--- src/rtl/cantm_pkg.sv ---
// Overview of operation
// - Error counters ignore every bus write; only protocol events move them (init also clears them here).
// - Control one, timing, filter control, code and mask need init lock open.
// - Transmit line goes recessive at once in power down or init.
// - Module enable bit accepts only its first write in normal modes.
// - Core CAN clock follows oscillator tick or bus clock per source select.
// - Prescaler divides core CAN clock into time quanta for all timing.
// - Synchronisation segment is exactly one quantum; edges expected there.
// - First time segment programmable from 4 to 16 quanta.
// - Second time segment programmable from 2 to 8 quanta.
// - Jump width programmable from 1 to 4 quanta via timing registers.
// - Transmit at transmit point, sample at sample point; triple takes majority of three.
// - Special modes lift the write restrictions for test.
// - Emulation modes keep the normal write restrictions.
// - Listen-only receives, sends only recessive, never starts transmission.
// - Listen-only dominant bits loop back internally only.
// - Enabling the module puts it in initialization mode.
// - Entering init aborts transfers and drops bus synchronisation.
// - Init stops engine, keeps registers, resets control zero and flag regs; error counters are cleared too.
// - Init request crosses by handshake: two bus plus three CAN clocks.
// - Acknowledge sets only when all parts are in init; software waits.
// - Clearing init request ignored until request and acknowledge both set.
// - Sleep is active when sleep request and acknowledge are both set.
package cantm_pkg;
   // Register byte offsets
   localparam logic [7:0] OFS_CTL0 = 8'h00;
   localparam logic [7:0] OFS_CTL1 = 8'h04;
   localparam logic [7:0] OFS_BTR0 = 8'h08;
   localparam logic [7:0] OFS_BTR1 = 8'h0c;
   localparam logic [7:0] OFS_IDAC = 8'h10;
   localparam logic [7:0] OFS_RXERR = 8'h14;
   localparam logic [7:0] OFS_TXERR = 8'h18;
   localparam logic [7:0] OFS_IFREG = 8'h20;
   localparam logic [7:0] OFS_CODE = 8'h40;
   localparam logic [7:0] OFS_MASK = 8'h60;
   localparam int N_IFREG = 7;
   localparam int N_FILT = 8;
   // Field positions
   localparam int B_INIT_REQUEST = 0;
   localparam int B_SLEEP_REQUEST = 1;
   localparam int B_INIT_ACKNOWLEDGE = 0;
   localparam int B_SLEEP_ACKNOWLEDGE = 1;
   localparam int B_LISTEN = 4;
   localparam int B_CLOCK_SOURCE_SELECT = 6;
   localparam int B_ENABLE = 7;
   // Reset values
   localparam logic [7:0] RST_CTL0 = 8'h01;
   localparam logic [7:0] RST_CTL1 = 8'h00;
   localparam logic [7:0] RST_BYTE = 8'h00;
   // Handshake timing counts
   localparam int BUS_SYNC_STAGES = 2;
   localparam logic [1:0] CAN_SYNC_TICKS = 2'h3;
   // Bit timing configuration carried as one bundle
   typedef struct packed {
      logic [1:0] resync_jump_width;
      logic [5:0] presc;
      logic triple;
      logic [2:0] second_time_segment;
      logic [3:0] first_time_segment;
   } cantm_btr_t;
   typedef enum logic [1:0] {
      BT_OFF,
      BT_SYNC,
      BT_SEG1,
      BT_SEG2
   } cantm_bt_t;
endpackage

--- src/rtl/cantm_core.sv ---
// The address map and register access over Wishbone were left to the implementer.
`timescale 1ns/1ps
`default_nettype none
module cantm_core (
   input wire logic core_clk,
   input wire logic reset_n,
   input wire logic wb_cyc_i,
   input wire logic wb_stb_i,
   input wire logic wb_we_i,
   input wire logic [7:0] wb_adr_i,
   input wire logic [3:0] wb_sel_i,
   input wire logic [31:0] wb_dat_i,
   output logic [31:0] wb_dat_o,
   output logic wb_ack_o,
   input wire logic special_mode,
   input wire logic power_down,
   input wire logic osc_tick,
   input wire logic bus_receive_line,
   input wire logic proto_tx_bit,
   input wire logic proto_idle,
   input wire logic rx_err_evt,
   input wire logic tx_err_evt,
   output logic bus_transmit_line,
   output logic proto_rx_bit,
   output logic tq_tick,
   output logic sample_tick,
   output logic tx_point,
   output logic proto_abort,
   output logic tx_start_allowed
);
   logic ack_r;
   logic [31:0] dat_r;
   logic [7:0] ctl0_r;
   logic [7:0] ctl1_r;
   logic [7:0] btr0_r;
   logic [7:0] btr1_r;
   logic [7:0] idac_r;
   logic [7:0] rxerr_r;
   logic [7:0] txerr_r;
   logic [7:0] ifreg_r [cantm_pkg::N_IFREG];
   logic [7:0] code_r [cantm_pkg::N_FILT];
   logic [7:0] mask_r [cantm_pkg::N_FILT];
   logic en_written_r;
   logic init_ack_r;
   logic slp_ack_r;
   logic [cantm_pkg::BUS_SYNC_STAGES-1:0] req_sync_r;
   logic [1:0] can_cnt_r;
   logic can_init_r;
   logic [5:0] pcnt_r;
   cantm_pkg::cantm_bt_t bt_r;
   logic [4:0] qcnt_r;
   logic [2:0] ext_r;
   logic rx_prev_r;
   logic [2:0] smp_r;
   logic tx_r;
   logic rx_bit_r;
   logic txp_r;
   logic smp_tick_r;
   logic abort_r;
   logic init_prev_r;

   logic wr;
   logic rd;
   logic init_mode;
   logic locked;
   logic enable;
   logic listen;
   logic can_tick;
   logic tq;
   logic edge_seen;
   logic majority;
   logic [4:0] seg1_end;
   logic [4:0] seg2_end;
   logic [4:0] sjw_len;
   logic [4:0] err_ext;
   logic [4:0] remain2;
   logic hit_code;
   logic hit_mask;
   logic hit_if;
   logic [2:0] idx;
   cantm_pkg::cantm_btr_t btr;

   assign wr = wb_cyc_i & wb_stb_i & wb_we_i & ~ack_r & wb_sel_i[0];
   assign rd = wb_cyc_i & wb_stb_i & ~wb_we_i & ~ack_r;
   assign init_mode = ctl0_r[cantm_pkg::B_INIT_REQUEST] & init_ack_r;
   // special lifts lock
   // Emulation has no separate input, so it sees normal locking.
   assign locked = ~init_mode & ~special_mode;
   assign enable = ctl1_r[cantm_pkg::B_ENABLE];
   assign listen = ctl1_r[cantm_pkg::B_LISTEN];
   assign btr = {btr0_r, btr1_r};
   assign idx = wb_adr_i[4:2];
   assign hit_code = wb_adr_i[7:5] == cantm_pkg::OFS_CODE[7:5];
   assign hit_mask = wb_adr_i[7:5] == cantm_pkg::OFS_MASK[7:5];
   assign hit_if = (wb_adr_i[7:5] == cantm_pkg::OFS_IFREG[7:5])
      && (idx < 3'(cantm_pkg::N_IFREG));

   // Wishbone ack: one cycle per request, dropped the cycle after
   always_ff @(posedge core_clk or negedge reset_n) begin
      if (!reset_n) begin
         ack_r <= 1'b0;
      end else begin
         ack_r <= wb_cyc_i & wb_stb_i & ~ack_r;
      end
   end
   assign wb_ack_o = ack_r;
   assign wb_dat_o = dat_r;

   // Read mux; unmapped offsets read as zero but still acknowledge
   always_ff @(posedge core_clk or negedge reset_n) begin
      if (!reset_n) begin
         dat_r <= 32'h00000000;
      end else if (rd) begin
         dat_r <= 32'h00000000;
         if (hit_code) begin
            dat_r[7:0] <= code_r[idx];
         end else if (hit_mask) begin
            dat_r[7:0] <= mask_r[idx];
         end else if (hit_if) begin
            dat_r[7:0] <= ifreg_r[idx];
         end else begin
            unique case (wb_adr_i)
               cantm_pkg::OFS_CTL0: dat_r[7:0] <= ctl0_r;
               cantm_pkg::OFS_CTL1: dat_r[7:0] <= {ctl1_r[7:2],
                  slp_ack_r, init_ack_r};
               cantm_pkg::OFS_BTR0: dat_r[7:0] <= btr0_r;
               cantm_pkg::OFS_BTR1: dat_r[7:0] <= btr1_r;
               cantm_pkg::OFS_IDAC: dat_r[7:0] <= idac_r;
               cantm_pkg::OFS_RXERR: dat_r[7:0] <= rxerr_r;
               cantm_pkg::OFS_TXERR: dat_r[7:0] <= txerr_r;
               default: dat_r <= 32'h00000000;
            endcase
         end
      end
   end

   // Control zero: init and sleep requests plus general bits
   always_ff @(posedge core_clk or negedge reset_n) begin
      if (!reset_n) begin
         ctl0_r <= cantm_pkg::RST_CTL0;
      end else if (wr && wb_adr_i == cantm_pkg::OFS_CTL0) begin
         ctl0_r[7:2] <= init_mode ? 6'h00 : wb_dat_i[7:2];
         ctl0_r[cantm_pkg::B_SLEEP_REQUEST] <= init_mode ? 1'b0
            : wb_dat_i[cantm_pkg::B_SLEEP_REQUEST];
         if (wb_dat_i[cantm_pkg::B_INIT_REQUEST] || init_mode) begin
            ctl0_r[cantm_pkg::B_INIT_REQUEST] <= wb_dat_i[cantm_pkg::B_INIT_REQUEST];
         end
      end else if (wr && wb_adr_i == cantm_pkg::OFS_CTL1 && !locked
            && !enable && wb_dat_i[cantm_pkg::B_ENABLE]) begin
         ctl0_r[cantm_pkg::B_INIT_REQUEST] <= 1'b1;
      end else if (init_mode) begin
         ctl0_r <= cantm_pkg::RST_CTL0;
      end
   end

   // Control one; enable is write-once unless special mode
   always_ff @(posedge core_clk or negedge reset_n) begin
      if (!reset_n) begin
         ctl1_r <= cantm_pkg::RST_CTL1;
         en_written_r <= 1'b0;
      end else if (wr && wb_adr_i == cantm_pkg::OFS_CTL1) begin
         if (!locked) begin
            ctl1_r[7:2] <= wb_dat_i[7:2];
            if (en_written_r && !special_mode) begin
               ctl1_r[cantm_pkg::B_ENABLE] <= enable;
            end
         end
         if (!locked) begin
            en_written_r <= 1'b1;
         end
      end
   end

   // Timing and filter configuration, writable only while the lock is open
   always_ff @(posedge core_clk or negedge reset_n) begin
      if (!reset_n) begin
         btr0_r <= cantm_pkg::RST_BYTE;
         btr1_r <= cantm_pkg::RST_BYTE;
         idac_r <= cantm_pkg::RST_BYTE;
      end else if (wr && !locked) begin
         unique case (wb_adr_i)
            cantm_pkg::OFS_BTR0: btr0_r <= wb_dat_i[7:0];
            cantm_pkg::OFS_BTR1: btr1_r <= wb_dat_i[7:0];
            cantm_pkg::OFS_IDAC: idac_r <= wb_dat_i[7:0];
            default: ;
         endcase
      end
   end

   // Acceptance code and mask per entry; interface flag registers only for entries below N_IFREG
   for (genvar i = 0; i < cantm_pkg::N_FILT; i++) begin : g_filt
      always_ff @(posedge core_clk or negedge reset_n) begin
         if (!reset_n) begin
            code_r[i] <= cantm_pkg::RST_BYTE;
            mask_r[i] <= cantm_pkg::RST_BYTE;
         end else if (wr && !locked && idx == 3'(i)) begin
            if (hit_code) begin
               code_r[i] <= wb_dat_i[7:0];
            end
            if (hit_mask) begin
               mask_r[i] <= wb_dat_i[7:0];
            end
         end
      end
      if (i < cantm_pkg::N_IFREG) begin : g_if
         always_ff @(posedge core_clk or negedge reset_n) begin
            if (!reset_n) begin
               ifreg_r[i] <= cantm_pkg::RST_BYTE;
            end else if (init_mode) begin
               ifreg_r[i] <= cantm_pkg::RST_BYTE;
            end else if (wr && hit_if && idx == 3'(i)) begin
               ifreg_r[i] <= wb_dat_i[7:0];
            end
         end
      end
   end

   // Error counters move only on protocol events, saturating, and clear in init
   always_ff @(posedge core_clk or negedge reset_n) begin
      if (!reset_n) begin
         rxerr_r <= cantm_pkg::RST_BYTE;
         txerr_r <= cantm_pkg::RST_BYTE;
      end else if (init_mode) begin
         rxerr_r <= cantm_pkg::RST_BYTE;
         txerr_r <= cantm_pkg::RST_BYTE;
      end else begin
         if (rx_err_evt && rxerr_r != 8'hff) begin
            rxerr_r <= rxerr_r + 8'h01;
         end
         if (tx_err_evt && txerr_r != 8'hff) begin
            txerr_r <= txerr_r + 8'h01;
         end
      end
   end

   // clock source select
   // CAN domain modelled as ticks of core_clk; oscillator arrives as a tick.
   assign can_tick = enable & (ctl1_r[cantm_pkg::B_CLOCK_SOURCE_SELECT] | osc_tick);

   always_ff @(posedge core_clk or negedge reset_n) begin
      if (!reset_n) begin
         req_sync_r <= '0;
      end else begin
         req_sync_r <= {req_sync_r[cantm_pkg::BUS_SYNC_STAGES-2:0],
            ctl0_r[cantm_pkg::B_INIT_REQUEST]};
      end
   end

   // CAN-side three ticks
   // The CAN part follows the synced request after three CAN ticks,
   // even mid-frame: entering init has to cut a transfer at once.
   always_ff @(posedge core_clk or negedge reset_n) begin
      if (!reset_n) begin
         can_cnt_r <= 2'h0;
         can_init_r <= 1'b1;
      end else if (req_sync_r[cantm_pkg::BUS_SYNC_STAGES-1] == can_init_r)
         begin
         can_cnt_r <= 2'h0;
      end else if (can_tick) begin
         if (can_cnt_r == cantm_pkg::CAN_SYNC_TICKS - 2'h1) begin
            can_init_r <= ~can_init_r;
            can_cnt_r <= 2'h0;
         end else begin
            can_cnt_r <= can_cnt_r + 2'h1;
         end
      end
   end

   always_ff @(posedge core_clk or negedge reset_n) begin
      if (!reset_n) begin
         init_ack_r <= 1'b0;
      end else begin
         init_ack_r <= can_init_r & ctl0_r[cantm_pkg::B_INIT_REQUEST];
      end
   end

   always_ff @(posedge core_clk or negedge reset_n) begin
      if (!reset_n) begin
         slp_ack_r <= 1'b0;
      end else begin
         slp_ack_r <= ctl0_r[cantm_pkg::B_SLEEP_REQUEST] & (slp_ack_r | proto_idle);
      end
   end

   always_ff @(posedge core_clk or negedge reset_n) begin
      if (!reset_n) begin
         pcnt_r <= 6'h00;
      end else if (can_init_r || !can_tick) begin
         pcnt_r <= can_init_r ? 6'h00 : pcnt_r;
      end else begin
         pcnt_r <= (pcnt_r == btr.presc) ? 6'h00 : pcnt_r + 6'h01;
      end
   end
   assign tq = can_tick & ~can_init_r & (pcnt_r == btr.presc);
   assign tq_tick = tq;

   assign sjw_len = {3'h0, btr.resync_jump_width} + 5'h01;
   assign seg1_end = {1'b0, btr.first_time_segment} + {2'h0, ext_r};
   assign seg2_end = {2'h0, btr.second_time_segment};
   assign remain2 = seg2_end - qcnt_r;
   assign err_ext = (qcnt_r + 5'h01 < sjw_len) ? qcnt_r + 5'h01 : sjw_len;
   assign edge_seen = rx_prev_r & ~bus_receive_line;
   assign majority = (smp_r[0] & smp_r[1]) | (smp_r[0] & bus_receive_line)
      | (smp_r[1] & bus_receive_line);

   // Bit timing sequencer; enters off state whenever init is held
   always_ff @(posedge core_clk or negedge reset_n) begin
      if (!reset_n) begin
         bt_r <= cantm_pkg::BT_OFF;
         qcnt_r <= 5'h00;
         ext_r <= 3'h0;
      end else if (can_init_r) begin
         bt_r <= cantm_pkg::BT_OFF;
         qcnt_r <= 5'h00;
         ext_r <= 3'h0;
      end else if (tq) begin
         unique case (bt_r)
            // Hard sync on the first recessive-to-dominant edge
            cantm_pkg::BT_OFF: if (edge_seen) begin
               bt_r <= cantm_pkg::BT_SEG1;
               qcnt_r <= 5'h00;
            end
            cantm_pkg::BT_SYNC: begin
               bt_r <= cantm_pkg::BT_SEG1;
               qcnt_r <= 5'h00;
               ext_r <= 3'h0;
            end
            cantm_pkg::BT_SEG1: begin
               // Late edge lengthens segment one by up to jump width
               if (edge_seen && ext_r == 3'h0) begin
                  ext_r <= err_ext[2:0];
               end
               if (qcnt_r == seg1_end) begin
                  bt_r <= cantm_pkg::BT_SEG2;
                  qcnt_r <= 5'h00;
               end else begin
                  qcnt_r <= qcnt_r + 5'h01;
               end
            end
            cantm_pkg::BT_SEG2: begin
               // Early edge cuts segment two when within jump width
               if (edge_seen && remain2 <= sjw_len) begin
                  bt_r <= cantm_pkg::BT_SEG1;
                  qcnt_r <= 5'h00;
                  ext_r <= 3'h0;
               end else if (qcnt_r == seg2_end) begin
                  bt_r <= cantm_pkg::BT_SYNC;
                  qcnt_r <= 5'h00;
               end else begin
                  qcnt_r <= qcnt_r + 5'h01;
               end
            end
         endcase
      end
   end

   always_ff @(posedge core_clk or negedge reset_n) begin
      if (!reset_n) begin
         rx_prev_r <= 1'b1;
         smp_r <= 3'h7;
         rx_bit_r <= 1'b1;
         txp_r <= 1'b0;
         smp_tick_r <= 1'b0;
         tx_r <= 1'b1;
      end else begin
         txp_r <= tq && bt_r == cantm_pkg::BT_SEG2
            && qcnt_r == seg2_end;
         smp_tick_r <= tq && bt_r == cantm_pkg::BT_SEG1
            && qcnt_r == seg1_end;
         if (tq) begin
            rx_prev_r <= bus_receive_line;
            smp_r <= {smp_r[1:0], bus_receive_line};
         end
         if (tq && bt_r == cantm_pkg::BT_SEG1 && qcnt_r == seg1_end) begin
            rx_bit_r <= btr.triple ? majority : bus_receive_line;
         end
         // recessive in init or power down
         if (can_init_r || power_down || listen) begin
            tx_r <= 1'b1;
         end else if (tq && bt_r == cantm_pkg::BT_SEG2
               && qcnt_r == seg2_end) begin
            tx_r <= proto_tx_bit;
         end
      end
   end
   // Power down also acts combinationally, so the pin goes at once
   assign bus_transmit_line = tx_r | power_down;
   assign tx_point = txp_r;
   assign sample_tick = smp_tick_r;
   assign proto_rx_bit = listen ? (rx_bit_r & proto_tx_bit) : rx_bit_r;
   assign tx_start_allowed = ~listen & ~can_init_r & enable & ~slp_ack_r;

   always_ff @(posedge core_clk or negedge reset_n) begin
      if (!reset_n) begin
         init_prev_r <= 1'b1;
         abort_r <= 1'b0;
      end else begin
         init_prev_r <= can_init_r;
         abort_r <= can_init_r & ~init_prev_r;
      end
   end
   assign proto_abort = abort_r;
endmodule // cantm_core
`default_nettype wire

--- config.mk ---
export PLATFORM = sky130hd
export DESIGN_NAME = cantm_core
export DESIGN_NICKNAME = d
export VERILOG_FILES = /design/src/rtl/cantm_pkg.sv /design/src/rtl/cantm_core.sv
export SDC_FILE = /design/constraint.sdc
export NUM_CORES = 1
export LEC_CHECK = 0
export BUFFER_PORTS_ARGS = -buffer_cell sky130_fd_sc_hd__buf_2
export CORE_MARGIN = 5
export CORE_UTILIZATION = 35
export CTS_BUF_LIST = sky130_fd_sc_hd__clkbuf_8
export CTS_CLUSTER_DIAMETER = 50
export DETAILED_ROUTE_END_ITERATION = 10
export SYNTH_ARGS = -nofsm -noshare
export SYNTH_HDL_FRONTEND = slang
export SYNTH_SLANG_ARGS = --single-unit
export TNS_END_PERCENT = 20
--- constraint.sdc ---
create_clock -name core_clk -period 2.8 [get_ports core_clk]
set_clock_uncertainty 0.05 [all_clocks]
set_input_delay 0.7 -clock core_clk [delete_from_list [all_inputs] [get_ports core_clk]]
set_output_delay 0.7 -clock core_clk [all_outputs]
set_load 0.05 [all_outputs]
==> impl.org, run 1 <==
** Global route
- Global routing consumed, on the met3 layer, 3.18% of the routing resources.
- Met1 Use GR :: 23.1%
- Global Route Usage Sum :: 16.7%
- Grt total ovfl :: 0
- Entering global routing, the biggest net connects 75 pins.
- Met2 track demand over resource in global routing :: 27.0%
- Initial antenna violation count :: 0
- Global-route layer with the greatest usage :: met2
- Number of global-route vias before repair :: 10,010
- The first global-routing pass estimated 58,500 um of wire.

** Critical path
- Worst-path fanout max :: 3
- Startpoint kind of the worst setup timing path :: flop
- Element type at the critical path end :: flop
- Ordered list of cells on the worst path :: inv_1, ha_2, inv_2, fa_2, xor2_1, ha_1, nor2_1, a31oi_1, a221oi_2, a21o_1, buf_6, a21oi_4, mux2_4
- Critical-path top delay cell :: dfrtp_1
- Class of the most critical setup path :: flop to flop
- Largest incremental delay on the critical path :: 0.37 ns
- WP data required :: 3.22 ns
- Data arrives at the worst endpoint at 3.23 ns.

** Clock network
- In this run the clock root is driven by a clkbuf_8.
- Hold bufs inserted after CTS :: 0
- Number of sinks driven by the clock tree :: 279
- TritonCTS built the clock tree.
- The number of clock buffers added by TritonCTS is 48.
- Clock-pin slew on the worst setup and hold paths :: 0.06 ns
- Insertion delay to the later sink of the worst-skew pair :: 0.60 ns
- Level count of the clock H-tree :: 2
- Maximum number of buffers from clock root to sink :: 3

** Floorplanning
- Number of cell rows :: 73
- The die covers 44,100 um2.
- Total I/O pin count :: 97
- In this run the vertical extent of the chip is 210 um.
- For this configuration, the core starts out at a cell density of 35.3%.
- The total area inside the core boundary comes to 39,600 um2.
- Die outline width :: 210 um

** Finish
- Nets@finish :: 1,344
- Layout-stage area growth over the synthesis result :: 16.3%
- Of the cells placed in the final design, the portion with a size suffix greater than 1 is 33.8%.
- N_diodes :: 0
- End-of-flow core utilization :: 41.1%
- The library cells used most frequently in the layout, excluding fill and tap cells, are dfrtp_1 (271), mux2_2 (164), nor2_1 (83).
- The library cell used most frequently in the layout, excluding fill and tap cells, is dfrtp_1.

** Pwr
- The analysis attributes to cell leakage a power of 7.81 nW.
- Maximum vdd ir drop :: 0.532 mV
- Power density of the placed cells :: 561 nW/um2

** Outcome
- The run finished, with violations left.
- Violated checks :: setup timing

** Drt
- The first detailed-routing pass ran for 5 iterations.
- The routed design has 37,100 um of wire.
- Number of remaining DRC errors :: 0
- Using the TritonRoute via totals, the vias-per-cell ratio works out to 5.32.
- Routed via count :: 9,739
- After detailed routing, the average wire length per cell comes to 20.3 um.
- DRT antenna net count :: 0
- Drt initial violations :: 636

** Min path
- The tightest min-delay check is of the input port to asynchronous set/reset pin type.

** Timing
- Fin. max-slew vios :: 0
- Relative max-transition margin :: 44.5%
- Slew at the pin closest to its max-slew limit :: 0.832 ns
- Setup repair after global routing could not meet its margin everywhere.
- Final number of setup-violating endpoints :: 3
- After layout, the minimum clock period comes to 2.81 ns.
- Based on the critical path, the design can be clocked at up to 356 MHz.
- Hold Fails Final Rpt :: 0
- Across all setup checks in the final design, the least slack found is -0.0108 ns.
- Hold Worst Slack :: 0.0568 ns
- Post-route clock period utilization :: 100%

** Logic synthesis
- Number of synthesized flops with an enable pin :: 0
- The Yosys step of the flow raised 0 warnings.
- After synthesis the netlist holds a flip-flop and latch count of 279.
- Synth Instances :: 1,178
- The synthesized netlist occupies a cell area of 14,000 um2.
- Primary flip-flop cell chosen by synthesis mapping :: dfrtp_1
- Sequential cell area fraction in the yosys report :: 50.0%
- Of all flip-flops after synthesis, the portion carrying an async set or reset was 100%.
- Averaged over all synthesized cells, the footprint is 11.9 um2.
- Cell variety after synth :: 71

** Run
- Max-Cap Viols :: 0

** Placement
- Buffers added on ports :: 45
- At the end of routability-driven placement, the weighted congestion stood at 0.868.
- Post-detail-place hpwl :: 25,000 um
-- synthesized netlist by cell type (all sizes together), types with 12 or more instances --
cell      n  area share (%)
inv      22            0.59
nand2    80             2.2
and3     12            0.54
xor2     25             1.6
clkbuf   33            0.89
o21ai    22            0.79
mux4     41             6.6
buf      69             2.8
mux2    170              14
nand3    54             2.0
nor2     89             2.5
ha       16             1.4
dfrtp   272              49
a21oi    60             2.2
mux2i    49             3.5
-- power breakdown --
group | total [mW] | internal (mW) | switching (mW)
clock | 3.86 | 2.14 | 1.72
sequential | 4.37 | 4.20 | 0.179
combinational | 0.900 | 0.306 | 0.595
total | 9.14 | 6.64 | 2.49
-- critical path, delay by kind of cell (launching register included) --
kind                       cells  cell delay, ns
adders and majority gates      3            0.81
AOI/OAI and AO/OA              4            0.72
DFF                            1            0.37
muxes                          1            0.32
buffers and inverters          3            0.23
xor gates and xnor gates       1            0.15
and+or+nand+nor                1            0.05
-- state kept, by name (all words and copies together) (netlist names), 6 cells and up --
| name | flops |
|---|---|
| pcnt_r | 6 |
| idac_r | 8 |
| rxerr_r | 8 |
| mask_r | 64 |
| btr1_r | 8 |
| ifreg_r | 56 |
| ctl0_r | 8 |
| ctl1_r | 6 |
| wb_dat_o | 8 |
| txerr_r | 8 |
| code_r | 64 |
| btr0_r | 8 |
-- repair_timing --
action                                  CTS  global route
gates resized for setup                  10            17
pin swaps                                 9            14
buffers inserted                          2             2
endpoints found under the setup margin    7            11
hold endpoints to repair                  0             0
-- through the flow --
stage               worst slack, ns  instances  TNS (ns)  power (mW)  instance area (um2)
floorplan                    -0.147       1201    -0.147        4.98                14100
global placement             -0.235       1740    -0.719        5.32                15100
detailed placement           -0.230       1740    -0.700        5.35                15100
CTS                         -0.0774       1827    -0.169        9.24                16200
global route                 -0.133       1829    -0.690        9.53                16300
finish                      -0.0108       1829   -0.0277        9.14                16300
-- path summary, 6_finish.rpt --
path | from | endpoint | slack [ns] | cells past startpoint
setup / recovery | btr1_r[4]$_DFFE_PN0P_ | ext_r[1]$_DFFE_PN0P_ | -0.01 | 13
hold / removal | reset_n | txerr_r[4]$_DFFE_PN0P_ | 0.06 | 1
setup reg to reg | btr1_r[4]$_DFFE_PN0P_ | ext_r[1]$_DFFE_PN0P_ | -0.01 | 13
hold reg to reg | req_sync_r[0]$_DFF_PN0_ | req_sync_r[1]$_DFF_PN0_ | 0.30 | 0
max in group asynchronous | reset_n | ctl0_r[2]$_DFFE_PN0P_ | 1.80 | 2
min in group core_clk | power_down | tx_r$_DFFE_PN1P_ | 0.28 | 3
-- area by class of cell --
class	instances	area (um2)
fillers	3791	23400
well taps	525	657
inverters	22	82.6
flip-flops and latches	279	6990
clock inverters	24	161
repair buffers	120	936
multi-input cells	798	6610
clock buffers	61	840
-- metal layers --
| metal | wire length (um) | share of wire [%] |
|---|---|---|
| met5 | 0 | 0 |
| met4 | 814 | 2.2 |
| met3 | 2120 | 5.7 |
| met2 | 17600 | 47 |
| met1 | 16600 | 45 |
-- cells by family (layout without fill, tap and decap cells) --
group | Yosys count | after routing | synth area share (%)
multiplexers | 260 | 260 | 23.8
XOR/XNOR | 33 | 33 | 2.07
buffers and inverters | 124 | 227 | 4.26
other | 1 | 24 | 0.0268
flip-flops | 279 | 279 | 50.0
adder cells (fa/ha/maj) | 18 | 18 | 1.72
AO/OA/AOI/OAI | 157 | 157 | 7.51
AND/OR/NAND/NOR | 306 | 306 | 10.7
Note: power is estimated with default switching activity, not from simulation.
==> run 2: changes to the inputs <==
Settings changed: CELL_PAD_IN_SITES_DETAIL_PLACEMENT set to 1, CELL_PAD_IN_SITES_GLOBAL_PLACEMENT set to 1, CTS_CLUSTER_SIZE set to 14, PLACE_DENSITY_LB_ADDON set to 0.1, SKIP_LAST_GASP set to 1.
==> impl.org, run 2 (synthesis gave the netlist of run 1 again) <==
** Timing
- Minimum setup slack in the final design :: -0.0620 ns (-0.0512 ns)
- The total negative setup slack is -0.213 ns (-0.186 ns).
- Fin. max-slew vios :: 0 (unchanged)
- Final number of setup-violating endpoints :: 5 (+2)
- The max-slew headroom at the worst pin came to 38.5% (-6.1 points).
- The final worst-path cycle share is 102% (+1.8 points).
- Setup repair after global routing could not meet its margin everywhere.
- The top achievable clock speed is 349 MHz (-1.8%).
- The final count of hold timing violations is 0 (unchanged).
- Slew at the pin closest to its max-slew limit :: 0.923 ns (+0.0908 ns)
- The hold slack came to 0.297 ns (+0.240 ns).
- The final critical delay including setup and external delays is 2.86 ns (+0.0512 ns).

** Outcome
- The checks that failed: setup timing.
- The run finished, with violations left.

** Drt
- The total iterations of the first detailed-routing run was 4 (-1).
- The per-cell routed wire length came to 22.7 um (+12%).
- Drt initial violations :: 493 (-22%)
- Number of remaining DRC errors :: 0 (unchanged)
- DRT antenna net count :: 0 (unchanged)
- The total via count in the routed design was 9,788 (+0.50%).
- The post-detailed-route via-to-cell ratio was 5.29 (-0.58%).
- Final Routed Wirelength :: 42,000 um (+13%)

** Placement
- The final HPWL from detailed placement was 28,600 um (+15%).
- Routability congestion estimate from global placement :: 0.787 (-9.4%)
- The cell area reported after detailed placement is 15,300 um2 (+1.4%).
- Buffers added on ports :: 45 (unchanged)
- Number of instances in the placed design :: 1,766 (+1.5%)

** Clock network
- Clock-pin slew on the worst setup and hold paths :: 0.07 ns (about the same)
- Number of sinks driven by the clock tree :: 279 (unchanged)
- The number of buffers inserted during clock tree synthesis came to 41 (-15%).
- Insertion delay to the later sink of the worst-skew pair :: 0.58 ns (-0.02 ns)
- The cell sitting at the root of the clock tree is a clkbuf_8.
- The maximum clock insertion buffer count was 3 (unchanged).
- Level count of the clock H-tree :: 2 (unchanged)
- TritonCTS built the clock tree.

** Pwr
- Pwr Total :: 9.01 mW (-1.3%)
- Fraction of power consumed by the clock network :: 41.1% (-1.2 points)
- The net switching component of the power was 2.61 mW (+4.5%).
- Seq pwr share :: 48.5% (+0.6 points)
- Leakage power total :: 7.85 nW (+0.52%)
- The combinational cell fraction of total power is 10.4% (+0.5 points).
- The switching power as a share of total power was 28.9% (+1.6 points).
- The power density over the cells is 549 nW/um2 (-2.1%).
- The internal power came to 6.41 mW (-3.5%).
- Maximum vdd ir drop :: 0.326 mV (-39%)

** Finish
- The area of all placed cells without fillers came to 16,400 um2 (+0.77%).
- Most frequent cells in the layout :: dfrtp_1 (271), mux2_2 (166), buf_4 (93)
- Layout-stage area growth over the synthesis result :: 17.2%
- The library cell used most frequently in the layout, excluding fill and tap cells, is dfrtp_1.
- The largest registers in the layout are code_r x64, mask_r x64, ifreg_r x56.
- The number of cells in the finished layout apart from fillers was 1,849 (+1.1%).
- The number of antenna cells inserted came to 0 (unchanged).
- The fraction of layout cells with a size suffix above 1 was 35.6% (+1.8 points).
- Fill cells :: 4,280 (+13%)
- The number of nets at the end of the flow was 1,367 (+1.7%).

** Global route
- The total routing resource utilization after global routing came to 19.0% (+2.3 points).
- Wire length of the first global-routing pass :: 65,300 um (+12%)
- The leftover overflow at the end of global routing came to 0 (unchanged).
- The number of global-route vias before repair is 10,496 (+4.9%).
- The number of antenna violations at the first check in global routing came to 0 (unchanged).
- Maximum number of pins on one net before global-route repair :: 75 (unchanged)

** Critical path
- Worst-path fanout max :: 3 (unchanged)
- WP data required :: 3.19 ns (-0.03 ns)
- The worst setup path is launched from a flop.
- The critical path is of the flop to flop type.
- The worst setup path is captured at a flop.
- The arrival time of data at the critical path endpoint was 3.25 ns (+0.02 ns).

** Min path
- Hold crit path type :: input port to flop

** Run
- Max-Cap Viols :: 0 (unchanged)

** Floorplanning
- The core area came to 39,600 um2 (unchanged).
- The initial core utilization was 35.3% (unchanged).
- The horizontal die dimension was 210 um (unchanged).
- Height of the die :: 210 um (unchanged)
- Die Footprint :: 44,100 um2 (unchanged)
- Number of cell rows :: 73 (unchanged)
- Total I/O pin count :: 97 (unchanged)
## run 2: cell count changes in the layout (fill, tap and decap cells not counted), sizes merged, moves of 2 or more
cell,delta
buf,+29
bufinv,+2
clkbuf,-17
clkinv,+13
clkinvlp,+3
inv,-11
## run 2: critical path, stage by stage (launching register included)
cell and delay, ns:
dfrtp_1 0.39, inv_1 0.06, ha_2 0.17, inv_2 0.04, fa_2 0.36, xor2_1 0.15, ha_1 0.33, nor2_2 0.14
a31oi_4 0.05, a221oi_2 0.30, a21o_1 0.20, buf_6 0.12, a21oi_4 0.06, mux2_4 0.31
## run 2: metrics by stage
stage | utilization, % | worst slack, ns
floorplan | - | -0.147
global placement | 38.7 | -0.232
detailed placement | 38.7 | -0.236
CTS | 41.3 | -0.0411
global route | 41.4 | -0.176
finish | 41.4 | -0.0620
## run 2: cell type report
class,count,area [um2],share of cell area [%]
clock buffer,44,606,3.69
sequential,279,6990,42.6
clock inverter,31,304,1.85
inverter,22,82.6,0.503
timing repair buffer,150,1180,7.17
multi-input combinational,798,6590,40.2
tap,525,657,4.00
## run 2: final timing paths
kind	startpoint	to	slack, ns	cells after the start
worst min register to register	req_sync_r[0]$_DFF_PN0_	req_sync_r[1]$_DFF_PN0_	0.34	0
worst min-delay path	power_down	tx_r$_DFFE_PN1P_	0.30	3
max in group asynchronous	reset_n	code_r[29]$_DFFE_PN0P_	1.36	3
worst max-delay path	btr1_r[4]$_DFFE_PN0P_	ext_r[2]$_DFFE_PN0P_	-0.06	13
worst max register to register	btr1_r[4]$_DFFE_PN0P_	ext_r[2]$_DFFE_PN0P_	-0.06	13
min in group asynchronous	reset_n	rxerr_r[7]$_DFFE_PN0P_	0.60	2
## run 2: per-layer routing
| layer | up-vias | GRT usage [%] | share of wire [%] |
|---|---|---|---|
| li1 | 4436 | - | - |
| met1 | 5123 | 25.2 | 43 |
| met2 | 156 | 32.7 | 50 |
| met3 | 73 | 2.98 | 3.5 |
| met4 | 0 | 5.51 | 2.8 |
| met5 | - | 0 | 0 |
## run 2: timing repair
action / in CTS / in global routing
setup buffers: 6 / 1
endpoints found under the setup margin: 8 / 11
hold endpoints to repair: 30 / 0
hold buffers: 1 / 0
pin swaps: 13 / 0
gates resized for setup: 19 / 3
## run 2: power groups by stage
stage	combinational (mW)	clock (mW)	sequential [mW]
2_1_floorplan	0.545	0	4.44
3_3_place_gp	0.931	0	4.45
3_5_place_dp	0.948	0	4.45
4_1_cts	0.954	3.85	4.38
5_1_grt	1.03	4.04	4.40
6_report	0.935	3.71	4.37
==> run 3: changes to the inputs <==
Settings changed: CORE_ASPECT_RATIO set to 1.5.
==> impl.org, run 3 (synthesis gave the netlist of run 1 again) <==
** Timing
- Slew at the pin closest to its max-slew limit :: 0.911 ns (-0.0121 ns)
- The final critical delay including setup and external delays was 2.83 ns (-0.0366 ns).
- Post-route clock period utilization :: 101% (-1.3 points)
- The final count of hold timing violations was 0 (unchanged).
- The final critical-path setup slack came to -0.0254 ns (+0.0366 ns).
- The number of max-slew violations in the final report came to 0 (unchanged).
- Relative max-transition margin :: 39.3% (+0.81 points)
- Setup repair after global routing missed its margin :: yes
- The total negative setup slack came to -0.0659 ns (+0.147 ns).
- Highest attainable clock frequency :: 354 MHz (+1.3%)
- The number of setup violations in the final report is 4 (-1).

** Floorplanning
- The die extent in y came to 255 um (+21%).
- The horizontal die dimension came to 173 um (-17%).
- Number of cell rows :: 89 (+22%)
- Die Footprint :: 44,200 um2 (+0.19%)
- Area of the core :: 39,400 um2 (-0.56%)
- Starting Density :: 35.5% (+0.20 points)
- Total I/O pin count :: 97 (unchanged)

** Finish
- Relative to the synthesized area, the layout overhead comes to 16.4%.
- The number of nets at the end of the flow is 1,376 (+0.66%).
- The fill cell instance count of the final layout is 4,240 (-0.93%).
- The fraction of layout cells with a size suffix above 1 came to 35.3% (-0.25 points).
- The largest registers in the layout are code_r x64, mask_r x64, ifreg_r x56.
- Leading cell type in the layout, fill and taps excluded :: dfrtp_1
- Leaving out fill and tap cells, the most frequent cells in the layout are dfrtp_1 (271), mux2_2 (167), buf_4 (112).

** Outcome
- Violated checks :: setup timing
- The run finished, with violations left.

** Pwr
- The leakage power came to 7.82 nW (-0.31%).
- Maximum vdd ir drop :: 0.333 mV (+1.9%)
- The power density over the cells came to 516 nW/um2 (-6.1%).

** Critical path
- Worst-path fanout max :: 3 (unchanged)
- The arrival time of data at the critical path endpoint is 3.28 ns (+0.03 ns).
- The critical path required time is 3.25 ns (+0.06 ns).
- Element type at the critical path end :: flop
- Startpoint kind of the worst setup timing path :: flop
- The setup slack on the worst flop-to-flop path came to -0.03 ns (+0.04 ns).
- The worst setup path is of the flop to flop kind.

** Run
- Max-Cap Viols :: 0 (unchanged)

** Clock network
- Level count of the clock H-tree :: 1 (-1)
- The maximum clock insertion buffer count is 3 (unchanged).
- The clock latency reported for the late side of the worst-skew pair was 0.64 ns (+0.06 ns).
- The clock sink total was 279 (unchanged).
- The number of buffers inserted during clock tree synthesis is 31 (-24%).
- CTS tree :: yes
- Clock-pin slew on the worst setup and hold paths :: 0.10 ns (+0.03 ns)
- Root buf cell :: clkbuf_8

** Drt
- DR pass1 iterations :: 4 (unchanged)
- Via-to-Cell Ratio :: 5.33 (+0.76%)
- Wirelength per Cell :: 23.4 um (+3.0%)
- The total via count in the routed design came to 9,740 (-0.49%).
- DRT antenna net count :: 0 (unchanged)
- Number of remaining DRC errors :: 0 (unchanged)
- The number of DRC violations after detailed-routing iteration 0 came to 424 (-14%).
- Final Routed Wirelength :: 42,700 um (+1.7%)

** Placement
- Post-placement worst setup slack :: -0.240 ns (-0.00362 ns)
- Buffers added on ports :: 45 (unchanged)
- The placer congestion estimate came to 0.823 (+4.7%).
- The final HPWL from detailed placement is 30,000 um (+4.8%).

** Min path
- The min-delay analysis places its worst path in the category input port to flop.

** Global route
- The wire length of the first global-routing pass is 66,400 um (+1.7%).
- Initial antenna violation count :: 0 (unchanged)
- The leftover overflow at the end of global routing was 0 (unchanged).
- Number of global-route vias before repair :: 10,788 (+2.8%)
- The total routing resource utilization after global routing is 19.3% (+0.29 points).
- Maximum number of pins on one net before global-route repair :: 75 (unchanged)
-- run 3: changes by cell type in the layout (fill, tap and decap cells not counted), sizes merged --
cell | previous run | this run
bufinv | 4 | 2
diode | 0 | 1
buf | 149 | 168
clkbuf | 44 | 35
clkinv | 15 | 9
clkinvlp | 4 | 3
-- run 3: per-stage QoR --
stage          instance area [um2]  hold slack, ns  util [%]  instances  power, mW
6_report                     16300           0.223      41.3       1826       8.40
5_1_grt                      16300           0.197      41.3       1825       8.82
4_1_cts                      16200           0.178      41.2       1820       8.56
3_5_place_dp                 15400           0.296      39.0       1747       5.42
3_3_place_gp                 15400           0.285      39.0       1747       5.40
2_1_floorplan                14100           0.281         -       1201       4.98
-- run 3: cell type report --
| type | count | area [um2] | share of cell area [%] |
|---|---|---|---|
| multi-input cells | 798 | 6560 | 40.3 |
| inverters | 22 | 82.6 | 0.507 |
| repair buffers | 169 | 1330 | 8.15 |
| diodes | 1 | 2.50 | 0.0154 |
| flip-flops and latches | 279 | 6990 | 42.9 |
| clock buffers | 35 | 482 | 2.96 |
| well taps | 500 | 626 | 3.84 |
| clock inverters | 22 | 213 | 1.31 |
-- run 3: final timing paths --
| kind | from | depth (start not counted) | end |
|---|---|---|---|
| max | btr1_r[4]$_DFFE_PN0P_ | 13 | ext_r[2]$_DFFE_PN0P_ |
| min in group asynchronous | reset_n | 2 | rxerr_r[4]$_DFFE_PN0P_ |
| max reg2reg | btr1_r[4]$_DFFE_PN0P_ | 13 | ext_r[2]$_DFFE_PN0P_ |
| min reg2reg | req_sync_r[0]$_DFF_PN0_ | 0 | req_sync_r[1]$_DFF_PN0_ |
| max in group asynchronous | reset_n | 3 | code_r[51]$_DFFE_PN0P_ |
| min | power_down | 3 | tx_r$_DFFE_PN1P_ |
-- run 3: repair_timing --
action	4_1_cts	5_1_grt
gates resized for setup	13	1
setup buffers	15	5
setup endpoints to repair	8	12
hold buffers	1	0
pin swaps	8	7
hold endpoints to repair	5	0
-- run 3: per-layer routing --
metal	up-vias	wire length [um]	share of wire, %	GRT usage [%]
li1	4437	-	-	-
met3	60	1190	2.8	2.10
met1	5095	17100	40	22.9
met5	-	0	0	0
met2	148	23100	54	36.6
met4	0	1330	3.1	6.39
-- run 3: critical path, stage by stage (launching register included) --
cell,delay (ns)
dfrtp_1,0.38
inv_1,0.06
ha_2,0.16
inv_1,0.05
fa_2,0.35
xor2_1,0.17
ha_1,0.30
nor2_1,0.05
a31oi_1,0.18
a221oi_2,0.10
a21o_1,0.19
buf_4,0.15
a21oi_4,0.15
mux2_2,0.35
-- run 3: power by group --
part | total (mW) | internal [mW] | switching, mW
Clock | 3.07 | 1.40 | 1.68
Combinational | 0.965 | 0.339 | 0.625
Sequential | 4.36 | 4.19 | 0.173
Total | 8.40 | 5.92 | 2.48
